File: src/cdfe_pkg.sv
package cdfe_pkg;

  // Serial frame lengths and check code.
  localparam logic [4:0] FRAME_BITS = 5'd16;
  localparam logic [4:0] CHK_FRAME_BITS = 5'd24;
  localparam logic [4:0] BIT_CNT_MAX = 5'h1f;
  localparam logic [7:0] CRC_POLY = 8'h07;
  localparam logic [7:0] CRC_INIT = 8'h00;

  // Control word field positions.
  localparam int ADDR_MSB = 15;
  localparam int ADDR_LSB = 13;
  localparam int READ_BIT = 12;
  localparam int CLEAR_BIT = 11;
  localparam int LVL_SEL_BIT = 10;
  localparam int OUT_ON_BIT = 9;
  localparam int SENSE_BIT = 8;
  localparam int RANGE_MSB = 3;
  localparam logic [15:0] CTRL_RESET = 16'h0000;

  // Register map, byte addresses.
  localparam logic [7:0] OFF_STATUS = 8'h00;
  localparam logic [7:0] OFF_IRQ_CLEAR = 8'h04;
  localparam logic [7:0] OFF_IRQ_ENABLE = 8'h08;
  localparam logic [7:0] OFF_CONFIG = 8'h0c;
  localparam logic [7:0] OFF_STATE = 8'h10;

  // Status bit positions and reset values.
  localparam int ST_FRAME = 0;
  localparam int ST_CHK_ERR = 1;
  localparam int ST_OVERTEMP = 2;
  localparam int ST_OPEN = 3;
  localparam int ST_W = 4;
  localparam logic [3:0] STATUS_RESET = 4'h0;
  localparam logic [3:0] ENABLE_RESET = 4'h0;
  localparam int CFG_CHK_BIT = 0;
  localparam logic CONFIG_RESET = 1'b0;

  // Synchronised pin bank positions.
  localparam int PIN_W = 12;
  localparam int P_MODE = 0;
  localparam int P_SCLK = 1;
  localparam int P_LATCH = 2;
  localparam int P_SER_IN = 3;
  localparam int P_STRAP2 = 4;
  localparam int P_STRAP1 = 5;
  localparam int P_STRAP0 = 6;
  localparam int P_CLEAR = 7;
  localparam int P_LVL_SEL = 8;
  localparam int P_RSTN = 9;
  localparam int P_OT = 10;
  localparam int P_OC = 11;
  // Reset pin idles high, serial clock and latch idle high.
  localparam logic [11:0] PIN_RESET = 12'h206;

  // Serial link states.
  typedef enum logic [0:0] {LINK_IDLE, LINK_SHIFT} cdfe_link_t;

endpackage

File: src/cdfe_front_end.sv
// Register access over APB and the placing of the registers are this design's own decisions.
`timescale 1ns/1ps
`default_nettype none
module cdfe_front_end
  import cdfe_pkg::*;
(
  // APB clock and reset.
  input wire logic pclk,
  input wire logic presetn,
  // APB slave.
  input wire logic psel,
  input wire logic penable,
  input wire logic pwrite,
  input wire logic [7:0] paddr,
  input wire logic [31:0] pwdata,
  output logic [31:0] prdata,
  output logic pready,
  output logic pslverr,
  output logic irq,
  // Mode and shared control pins.
  input wire logic control_mode_pin,
  input wire logic serial_clk,
  input wire logic frame_latch,
  input wire logic serial_in,
  input wire logic addr_strap_2,
  input wire logic addr_strap_1,
  input wire logic addr_strap_0,
  input wire logic clear_pin,
  input wire logic clear_level_select,
  input wire logic reset_pin_n,
  // Analog fault detectors.
  input wire logic overtemp_det,
  input wire logic open_circuit_det,
  // Serial readback output.
  output logic readback_out,
  // Open-drain fault pins.
  output logic fault_alert_n_o,
  output logic fault_alert_n_oe,
  output logic open_loop_alert_n_o,
  output logic open_loop_alert_n_oe,
  // Controls to the analog output stage.
  output logic [3:0] range_sel,
  output logic drive_enable,
  output logic sense_internal,
  output logic clear_force,
  output logic clear_midscale
);

  logic [PIN_W-1:0] pins_s;
  logic sclk_prev_q;
  logic latch_prev_q;
  logic ot_prev_q;
  logic oc_prev_q;
  logic sw_mode;
  logic dev_rst;
  logic sclk_fall;
  logic sclk_rise;
  logic latch_rise;
  logic latch_fall;
  logic [2:0] strap_addr;
  cdfe_link_t link_q;
  logic [23:0] shift_q;
  logic [4:0] bit_cnt_q;
  logic [7:0] crc;
  logic crc_step;
  logic [15:0] ctrl_q;
  logic [15:0] rb_q;
  logic rb_pend_q;
  logic rb_active_q;
  logic chk_err_q;
  logic chk_on_q;
  logic [15:0] frame_word;
  logic len_ok;
  logic addr_ok;
  logic crc_ok;
  logic frame_good;
  logic frame_bad_crc;
  logic [ST_W-1:0] events;
  logic [ST_W-1:0] status_q;
  logic [ST_W-1:0] status_d;
  logic [ST_W-1:0] enable_q;
  logic [ST_W-1:0] clear_mask;
  logic wr_en;
  logic [31:0] rd_data;
  logic rd_hit;

  // Matches an aligned word offset.
  function automatic logic reg_hit(input logic [7:0] a,
                                   input logic [7:0] off);
    reg_hit = (a[7:2] == off[7:2]);
  endfunction

  // Every pin from outside passes two flip-flops first.
  cdfe_sync u_sync (
    .pclk(pclk),
    .presetn(presetn),
    .pins({open_circuit_det, overtemp_det, reset_pin_n, clear_level_select,
           clear_pin, addr_strap_0, addr_strap_1, addr_strap_2, serial_in,
           frame_latch, serial_clk, control_mode_pin}),
    .pins_s(pins_s)
  );

  // Mode select and the software-mode reset.
  assign sw_mode = ~pins_s[P_MODE];
  assign dev_rst = sw_mode & ~pins_s[P_RSTN];
  assign strap_addr = {pins_s[P_STRAP2], pins_s[P_STRAP1], pins_s[P_STRAP0]};

  // Edge finders on the synchronised levels.
  assign sclk_fall = sclk_prev_q & ~pins_s[P_SCLK];
  assign sclk_rise = ~sclk_prev_q & pins_s[P_SCLK];
  assign latch_rise = ~latch_prev_q & pins_s[P_LATCH];
  assign latch_fall = latch_prev_q & ~pins_s[P_LATCH];

  // Previous levels for edge and fault onset detection.
  always_ff @(posedge pclk or negedge presetn) begin
    if (!presetn) begin
      sclk_prev_q <= PIN_RESET[P_SCLK];
      latch_prev_q <= PIN_RESET[P_LATCH];
      ot_prev_q <= PIN_RESET[P_OT];
      oc_prev_q <= PIN_RESET[P_OC];
    end else begin
      sclk_prev_q <= pins_s[P_SCLK];
      latch_prev_q <= pins_s[P_LATCH];
      ot_prev_q <= pins_s[P_OT];
      oc_prev_q <= pins_s[P_OC];
    end
  end

  // Frame state: a falling latch opens it, a rising latch closes it.
  always_ff @(posedge pclk or negedge presetn) begin
    if (!presetn) begin
      link_q <= LINK_IDLE;
    end else if (dev_rst || !sw_mode) begin
      link_q <= LINK_IDLE;
    end else begin
      case (link_q)
        LINK_IDLE: begin
          if (latch_fall) begin
            link_q <= LINK_SHIFT;
          end
        end
        LINK_SHIFT: begin
          if (latch_rise) begin
            link_q <= LINK_IDLE;
          end
        end
        default: begin
          link_q <= LINK_IDLE;
        end
      endcase
    end
  end

  // Input shift register and bit counter, sampled on falling clock.
  always_ff @(posedge pclk or negedge presetn) begin
    if (!presetn) begin
      shift_q <= 24'h000000;
      bit_cnt_q <= 5'd0;
    end else if (dev_rst) begin
      shift_q <= 24'h000000;
      bit_cnt_q <= 5'd0;
    end else if (link_q == LINK_IDLE && latch_fall) begin
      bit_cnt_q <= 5'd0;
    end else if (link_q == LINK_SHIFT && sclk_fall && sw_mode) begin
      shift_q <= {shift_q[22:0], pins_s[P_SER_IN]};
      if (bit_cnt_q != BIT_CNT_MAX) begin
        bit_cnt_q <= bit_cnt_q + 5'd1;
      end
    end
  end

  // Check code runs over the first sixteen bits only.
  assign crc_step = (link_q == LINK_SHIFT) && sclk_fall && sw_mode &&
                    (bit_cnt_q < FRAME_BITS);

  cdfe_crc8 u_crc (
    .pclk(pclk),
    .presetn(presetn),
    .start(link_q == LINK_IDLE),
    .step(crc_step),
    .bit_in(pins_s[P_SER_IN]),
    .crc(crc)
  );

  // Frame judgement at the rising latch edge.
  always_comb begin
    frame_word = chk_on_q ? shift_q[23:8] : shift_q[15:0];
    len_ok = chk_on_q ? (bit_cnt_q == CHK_FRAME_BITS)
                      : (bit_cnt_q == FRAME_BITS);
    addr_ok = (frame_word[ADDR_MSB:ADDR_LSB] == strap_addr);
    crc_ok = !chk_on_q || (crc == shift_q[7:0]);
    frame_good = (link_q == LINK_SHIFT) && latch_rise && len_ok &&
                 addr_ok && crc_ok;
    frame_bad_crc = (link_q == LINK_SHIFT) && latch_rise && len_ok &&
                    addr_ok && !crc_ok;
  end

  // Parallel load of the control word.
  always_ff @(posedge pclk or negedge presetn) begin
    if (!presetn) begin
      ctrl_q <= CTRL_RESET;
    end else if (dev_rst) begin
      ctrl_q <= CTRL_RESET;
    end else if (frame_good) begin
      ctrl_q <= frame_word;
    end
  end

  // Interface check fault stays until the next good frame.
  always_ff @(posedge pclk or negedge presetn) begin
    if (!presetn) begin
      chk_err_q <= 1'b0;
    end else if (dev_rst || frame_good) begin
      chk_err_q <= 1'b0;
    end else if (frame_bad_crc) begin
      chk_err_q <= 1'b1;
    end
  end

  // Readback: a read request arms the next frame to shift out.
  always_ff @(posedge pclk or negedge presetn) begin
    if (!presetn) begin
      rb_q <= 16'h0000;
      rb_pend_q <= 1'b0;
      rb_active_q <= 1'b0;
    end else if (dev_rst || !sw_mode) begin
      rb_q <= 16'h0000;
      rb_pend_q <= 1'b0;
      rb_active_q <= 1'b0;
    end else if (latch_rise && link_q == LINK_SHIFT) begin
      rb_active_q <= 1'b0;
      rb_pend_q <= frame_good && frame_word[READ_BIT];
      if (frame_good) begin
        rb_q <= frame_word;
      end
    end else if (link_q == LINK_IDLE && latch_fall && rb_pend_q) begin
      rb_active_q <= 1'b1;
      rb_pend_q <= 1'b0;
      rb_q <= {rb_q[14:0], 1'b0};
    end else if (link_q == LINK_SHIFT && rb_active_q && sclk_rise) begin
      rb_q <= {rb_q[14:0], 1'b0};
    end
  end

  // Readback pin: first bit at frame open, then one per rising clock.
  always_ff @(posedge pclk or negedge presetn) begin
    if (!presetn) begin
      readback_out <= 1'b0;
    end else if (dev_rst || !sw_mode) begin
      readback_out <= 1'b0;
    end else if (link_q == LINK_IDLE && latch_fall && rb_pend_q) begin
      readback_out <= rb_q[15];
    end else if (link_q == LINK_SHIFT && rb_active_q && sclk_rise) begin
      readback_out <= rb_q[15];
    end else if (!rb_active_q) begin
      readback_out <= 1'b0;
    end
  end

  // Output stage controls follow the mode.
  always_ff @(posedge pclk or negedge presetn) begin
    if (!presetn) begin
      range_sel <= 4'h0;
      drive_enable <= 1'b0;
      sense_internal <= 1'b0;
    end else if (sw_mode) begin
      range_sel <= ctrl_q[RANGE_MSB:0];
      drive_enable <= ctrl_q[OUT_ON_BIT];
      sense_internal <= ctrl_q[SENSE_BIT];
    end else begin
      range_sel <= {pins_s[P_STRAP0], pins_s[P_STRAP1], pins_s[P_STRAP2],
                    pins_s[P_SER_IN]};
      drive_enable <= pins_s[P_SCLK];
      sense_internal <= pins_s[P_LATCH];
    end
  end

  // Clear request and level: pin, OR internal bit in software mode.
  always_ff @(posedge pclk or negedge presetn) begin
    if (!presetn) begin
      clear_force <= 1'b0;
      clear_midscale <= 1'b0;
    end else begin
      clear_force <= pins_s[P_CLEAR] |
                     (sw_mode & ctrl_q[CLEAR_BIT]);
      clear_midscale <= pins_s[P_LVL_SEL] |
                        (sw_mode & ctrl_q[LVL_SEL_BIT]);
    end
  end

  // Open-drain fault pins pull low only while their fault is present.
  always_ff @(posedge pclk or negedge presetn) begin
    if (!presetn) begin
      fault_alert_n_o <= 1'b0;
      fault_alert_n_oe <= 1'b0;
      open_loop_alert_n_o <= 1'b0;
      open_loop_alert_n_oe <= 1'b0;
    end else begin
      fault_alert_n_o <= 1'b0;
      open_loop_alert_n_o <= 1'b0;
      if (sw_mode) begin
        fault_alert_n_oe <= pins_s[P_OT] | pins_s[P_OC] |
                            chk_err_q;
      end else begin
        fault_alert_n_oe <= pins_s[P_OT];
      end
      open_loop_alert_n_oe <= ~sw_mode & pins_s[P_OC];
    end
  end

  // Events and sticky status; a new event beats a same-cycle clear.
  assign events[ST_FRAME] = frame_good;
  assign events[ST_CHK_ERR] = frame_bad_crc;
  assign events[ST_OVERTEMP] = pins_s[P_OT] & ~ot_prev_q;
  assign events[ST_OPEN] = pins_s[P_OC] & ~oc_prev_q;
  assign wr_en = psel & penable & pready & pwrite;
  assign clear_mask = (wr_en && reg_hit(paddr, OFF_IRQ_CLEAR)) ?
                      pwdata[ST_W-1:0] : {ST_W{1'b0}};
  assign status_d = (status_q & ~clear_mask) | events;

  // Status, enable and configuration registers.
  always_ff @(posedge pclk or negedge presetn) begin
    if (!presetn) begin
      status_q <= STATUS_RESET;
      enable_q <= ENABLE_RESET;
      chk_on_q <= CONFIG_RESET;
      irq <= 1'b0;
    end else begin
      status_q <= status_d;
      irq <= |(status_d & enable_q);
      if (wr_en && reg_hit(paddr, OFF_IRQ_ENABLE)) begin
        enable_q <= pwdata[ST_W-1:0];
      end
      if (wr_en && reg_hit(paddr, OFF_CONFIG)) begin
        chk_on_q <= pwdata[CFG_CHK_BIT];
      end
    end
  end

  // Read multiplexer; the clear register reads as zero.
  always_comb begin
    rd_data = 32'h00000000;
    rd_hit = 1'b1;
    if (reg_hit(paddr, OFF_STATUS)) begin
      rd_data[ST_W-1:0] = status_q;
    end else if (reg_hit(paddr, OFF_IRQ_CLEAR)) begin
      rd_data = 32'h00000000;
    end else if (reg_hit(paddr, OFF_IRQ_ENABLE)) begin
      rd_data[ST_W-1:0] = enable_q;
    end else if (reg_hit(paddr, OFF_CONFIG)) begin
      rd_data[CFG_CHK_BIT] = chk_on_q;
    end else if (reg_hit(paddr, OFF_STATE)) begin
      rd_data = {9'h000, chk_err_q, pins_s[P_OC], pins_s[P_OT],
                 sw_mode, strap_addr, ctrl_q};
    end else begin
      rd_hit = 1'b0;
    end
  end

  // APB answer: no wait state, ready in the first access cycle.
  always_ff @(posedge pclk or negedge presetn) begin
    if (!presetn) begin
      pready <= 1'b0;
      pslverr <= 1'b0;
      prdata <= 32'h00000000;
    end else if (psel && !penable) begin
      pready <= 1'b1;
      pslverr <= ~rd_hit;
      prdata <= (!pwrite && rd_hit) ? rd_data : 32'h00000000;
    end else begin
      pready <= 1'b0;
      pslverr <= 1'b0;
      prdata <= 32'h00000000;
    end
  end

endmodule // cdfe_front_end
`default_nettype wire

File: src/cdfe_sync.sv
`timescale 1ns/1ps
`default_nettype none
module cdfe_sync
  import cdfe_pkg::*;
(
  // Clock and reset.
  input wire logic pclk,
  input wire logic presetn,
  // Raw pins and their synchronised levels.
  input wire logic [PIN_W-1:0] pins,
  output logic [PIN_W-1:0] pins_s
);

  logic [PIN_W-1:0] meta_q;

  // Two flip-flops per pin; only the second stage is read outside.
  genvar i;
  generate
    for (i = 0; i < PIN_W; i++) begin : g_sync
      always_ff @(posedge pclk or negedge presetn) begin
        if (!presetn) begin
          meta_q[i] <= PIN_RESET[i];
          pins_s[i] <= PIN_RESET[i];
        end else begin
          meta_q[i] <= pins[i];
          pins_s[i] <= meta_q[i];
        end
      end
    end
  endgenerate

endmodule // cdfe_sync
`default_nettype wire

File: src/cdfe_crc8.sv
`timescale 1ns/1ps
`default_nettype none
module cdfe_crc8
  import cdfe_pkg::*;
(
  // Clock and reset.
  input wire logic pclk,
  input wire logic presetn,
  // Restart and one-bit step.
  input wire logic start,
  input wire logic step,
  input wire logic bit_in,
  output logic [7:0] crc
);

  logic fb;

  // Feedback of the serial shift.
  assign fb = crc[7] ^ bit_in;

  // Serial check code, MSB first; restart has priority.
  always_ff @(posedge pclk or negedge presetn) begin
    if (!presetn) begin
      crc <= CRC_INIT;
    end else if (start) begin
      crc <= CRC_INIT;
    end else if (step) begin
      crc <= {crc[6:0], 1'b0} ^ (fb ? CRC_POLY : 8'h00);
    end
  end

endmodule // cdfe_crc8
`default_nettype wire

File: config.mk
export PLATFORM = sky130hd
export DESIGN_NAME = cdfe_front_end
export DESIGN_NICKNAME = d
export VERILOG_FILES = /design/src/cdfe_pkg.sv /design/src/cdfe_front_end.sv /design/src/cdfe_sync.sv /design/src/cdfe_crc8.sv
export SDC_FILE = /design/constraint.sdc
export NUM_CORES = 1
export LEC_CHECK = 0
export BUFFER_PORTS_ARGS = -buffer_cell sky130_fd_sc_hd__buf_4
export CAP_MARGIN = 20
export CORE_UTILIZATION = 35
export CTS_CLUSTER_SIZE = 24
export DETAILED_ROUTE_END_ITERATION = 16
export SLEW_MARGIN = 10
export SYNTH_ARGS = -nofsm -noshare
export SYNTH_HDL_FRONTEND = slang
export SYNTH_SLANG_ARGS = --single-unit
File: constraint.sdc
create_clock -name pclk -period 2.5 [get_ports pclk]
set_clock_uncertainty 0.15 [all_clocks]
set_input_delay 0.5 -clock pclk [delete_from_list [all_inputs] [get_ports pclk]]
set_output_delay 0.5 -clock pclk [all_outputs]
set_load 0.02 [all_outputs]
==> results.json <==
{
  "via_count": 4420,
  "drive_above_1_share": 0.278,
  "rr_startpoint": "u_sync.pins_s[2]$_DFF_PN1_",
  "ant_nets": 0,
  "synth.most_common_cell": "dfrtp_1",
  "cp_cell_sequence": "nand3b_1 -> or4_4 -> o41ai_2 -> nand3_2 -> buf_4 -> mux2_4",
  "netlist-cell-type-count": 51,
  "ys.flop_type": "dfrtp_1",
  "fin_cells": 888,
  "cp_data_required_time_ns": 2.66,
  "die_h_um": 135,
  "seq_power_share": 0.457,
  "wl_per_cell_um": 15.8,
  "io_buffers": 63,
  "dpl.hpwl_um": 9800,
  "max-slew-margin-rel": 0.592,
  "synth_warnings": 0,
  "r2r_cells": 6,
  "regArea_um2": 3690,
  "grt_pass1_vias": 4482,
  "netlist_top_cells_area": "dfrtp_1 56%, nand2_1 5.3%, mux2_2 4.5%",
  "holdPathStages": 1,
  "die_area_um2": 18200,
  "n_fill_cell": 1614,
  "holdPathEnd": "u_sync.meta_q[2]$_DFF_PN1_",
  "tightest_slew_ns": 0.611,
  "period_share": 0.994,
  "async_flop_share": 1.00,
  "p_int_w": 0.00413,
  "cts.sinks": 147,
  "cp-start-kind": "flip-flop",
  "arrival_ns": 2.65,
  "nets": 710,
  "h-tree-depth": 4,
  "avgSynthCellArea_um2": 11.1,
  "p_leak_nw": 3.57,
  "cts_tree": "done",
  "n_antenna_cell": 0,
  "gr-total-overflow": 0,
  "drt-pass1-iter-count": 5,
  "path_buf_inv": 1,
  "wl_um": 14000,
  "vdd_ir_drop_max_uv": 458,
  "max_freq_mhz": 403,
  "grt_first_pass_wirelength_um": 23500,
  "max_stage_delay_ns": 0.54,
  "cts_buffers": 17,
  "critical-path-top-delay-family": "simple AND/OR/NAND/NOR gates",
  "tns_ns": 0,
  "hold_viol_final": 0,
  "drv_cap": 0,
  "antenna_found_initial": 0,
  "routabilityCongestion": 0.810,
  "cts_root_buf": "clkbuf_16",
  "clockBufferDepth": 2,
  "drv_slew": 0,
  "track_usage": 0.169,
  "rows": 48,
  "worstHoldStart": "frame_latch",
  "synth.largest_area_cell": "dfrtp_1",
  "yosysSeqAreaShare": 0.595,
  "dp.cells": 852,
  "die_x_um": 135,
  "clk-insertion-delay-late_ns": 0.43,
  "multi_input_area_um2": 2360,
  "fin_hold_ws_ns": 0.0240,
  "cp-end-kind": "flip-flop",
  "core_area_um2": 17300,
  "synth_cells": 558,
  "swShare": 0.227,
  "start_util": 0.358,
  "power_per_cell_area_nw_per_um2": 685,
  "crit_fanout": 12,
  "ys_top_cells_by_count": "139 x dfrtp_1, 88 x nand2_1, 43 x a21oi_1, 31 x o21ai_0, 25 x mux2_2",
  "synthToLayoutAreaGrowth_pct": 25.9,
  "criticalPathCategory": "flip-flop to flip-flop",
  "ios": 105,
  "r2r_end": "rb_q[2]$_DFFE_PN0P_",
  "synth_edf_count": 0,
  "grt_max_degree": 56,
  "p_comb_frac": 0.048,
  "synth_top_area_frac": 0.561,
  "syn_area_um2": 6200,
  "setup_viol": 0,
  "rsz0062_at_grt": "yes",
  "ys_ff_latch": 147,
  "power_frac_clock": 0.495,
  "power.switching_w": 0.00121,
  "dp_slack_ns": -0.0584,
  "clkTransAtPathRegs_ns": 0.06,
  "ff2ff_setup_slack_ns": 0.02,
  "drc": 0,
  "final.setup.worst_slack_ns": 0.0157,
  "min_path_type": "primary input to flip-flop",
  "fin_crit_ns": 2.48,
  "viasPerCell": 4.98,
  "cpMaxStageDelayCell": "dfstp_2",
  "drtIter0Drc": 326,
  "status": "complete, no violations"
}
cell usage in the layout, fill, tap and decap left out, drive strengths merged, types with 18 or more instances in the layout:
master  instances
dfrtp         139
mux2i          18
clkbuf         19
a21oi          43
nand2          88
and2           20
buf           100
mux2           30
nor2           22
o21ai          31
worst max-delay path by stage:
stage	slack [ns]	to	startpoint	cells past startpoint
floorplan	0.04	rb_q[2]$_DFFE_PN0P_	bit_cnt_q[0]$_DFFE_PN0P_	8
global placement	-0.01	rb_q[6]$_DFFE_PN0P_	u_sync.pins_s[2]$_DFF_PN1_	6
detailed placement	-0.06	ctrl_q[12]$_DFFE_PN0N_	u_sync.pins_s[2]$_DFF_PN1_	6
CTS	0.002	ctrl_q[15]$_DFFE_PN0N_	u_sync.pins_s[2]$_DFF_PN1_	6
global route	-0.05	rb_q[2]$_DFFE_PN0P_	bit_cnt_q[1]$_DFFE_PN0P_	8
finish	0.02	rb_q[2]$_DFFE_PN0P_	u_sync.pins_s[2]$_DFF_PN1_	6
cell type report:
type | instances | share of cell area
sequential | 147 | 0.473
timing repair buffer | 101 | 0.105
inverter | 10 | 0.00481
clock buffer | 19 | 0.0567
clock inverter | 13 | 0.0221
multi-input combinational | 373 | 0.303
tap | 225 | 0.0361
state kept, by name (all words and copies together) (netlist names), 5 cells and up:
name / cells
ctrl_q: 16
u_sync.meta_q: 12
rb_q: 16
bit_cnt_q: 5
prdata: 23
u_sync.pins_s: 12
u_crc.crc: 8
shift_q: 24
metal layers:
metal / GRT usage / vias up / wire (um)
met5: 0 / - / 0
li1: - / 2075 / -
met1: 0.215 / 2221 / 6170
met4: 0.0637 / 0 / 262
met2: 0.281 / 103 / 7110
met3: 0.0375 / 21 / 451
what timing repair did:
item,CTS,global route
endpoints found under the hold margin,50,0
cloned,1,0
gates resized for setup,3,11
endpoints found under the setup margin,21,30
setup buffers,1,1
pin swaps,0,3
hold buffers,1,0
power groups by stage:
stage | sequential, W | clock, W | combinational, W
final | 0.00244 | 0.00265 | 0.000257
after global routing | 0.00244 | 0.00282 | 0.000284
after CTS | 0.00244 | 0.00270 | 0.000262
after detailed placement | 0.00248 | 0 | 0.000258
after global placement | 0.00248 | 0 | 0.000252
after floorplan | 0.00249 | 0 | 0.000108
kinds of logic after synthesis:
| family | share of synthesized area |
|---|---|
| and+or+nand+nor | 0.143 |
| DFF | 0.595 |
| AOI/OAI and AO/OA | 0.104 |
| buffers and inverters | 0.0390 |
| muxes | 0.0866 |
| xor gates and xnor gates | 0.0254 |
| adders and majority gates | 0.00606 |
| other | 0.000605 |
worst reg2reg max path, delay by kind of cell (launching register included):
| family | cells | cell delay (ns) |
|---|---|---|
| AO/OA/AOI/OAI | 1 | 0.39 |
| flip-flops | 1 | 0.54 |
| multiplexers | 1 | 0.31 |
| AND/OR/NAND/NOR | 3 | 0.78 |
| buffers and inverters | 1 | 0.22 |
per-stage QoR:
step           cell area [um2]  utilization  power (W)
2_1_floorplan             6240            -    0.00260
3_3_place_gp              7110        0.411    0.00274
3_5_place_dp              7110        0.411    0.00274
4_1_cts                   7760        0.449    0.00541
5_1_grt                   7810        0.451    0.00554
6_report                  7810        0.451    0.00534
No activity file was read; power rests on OpenSTA's default activity.
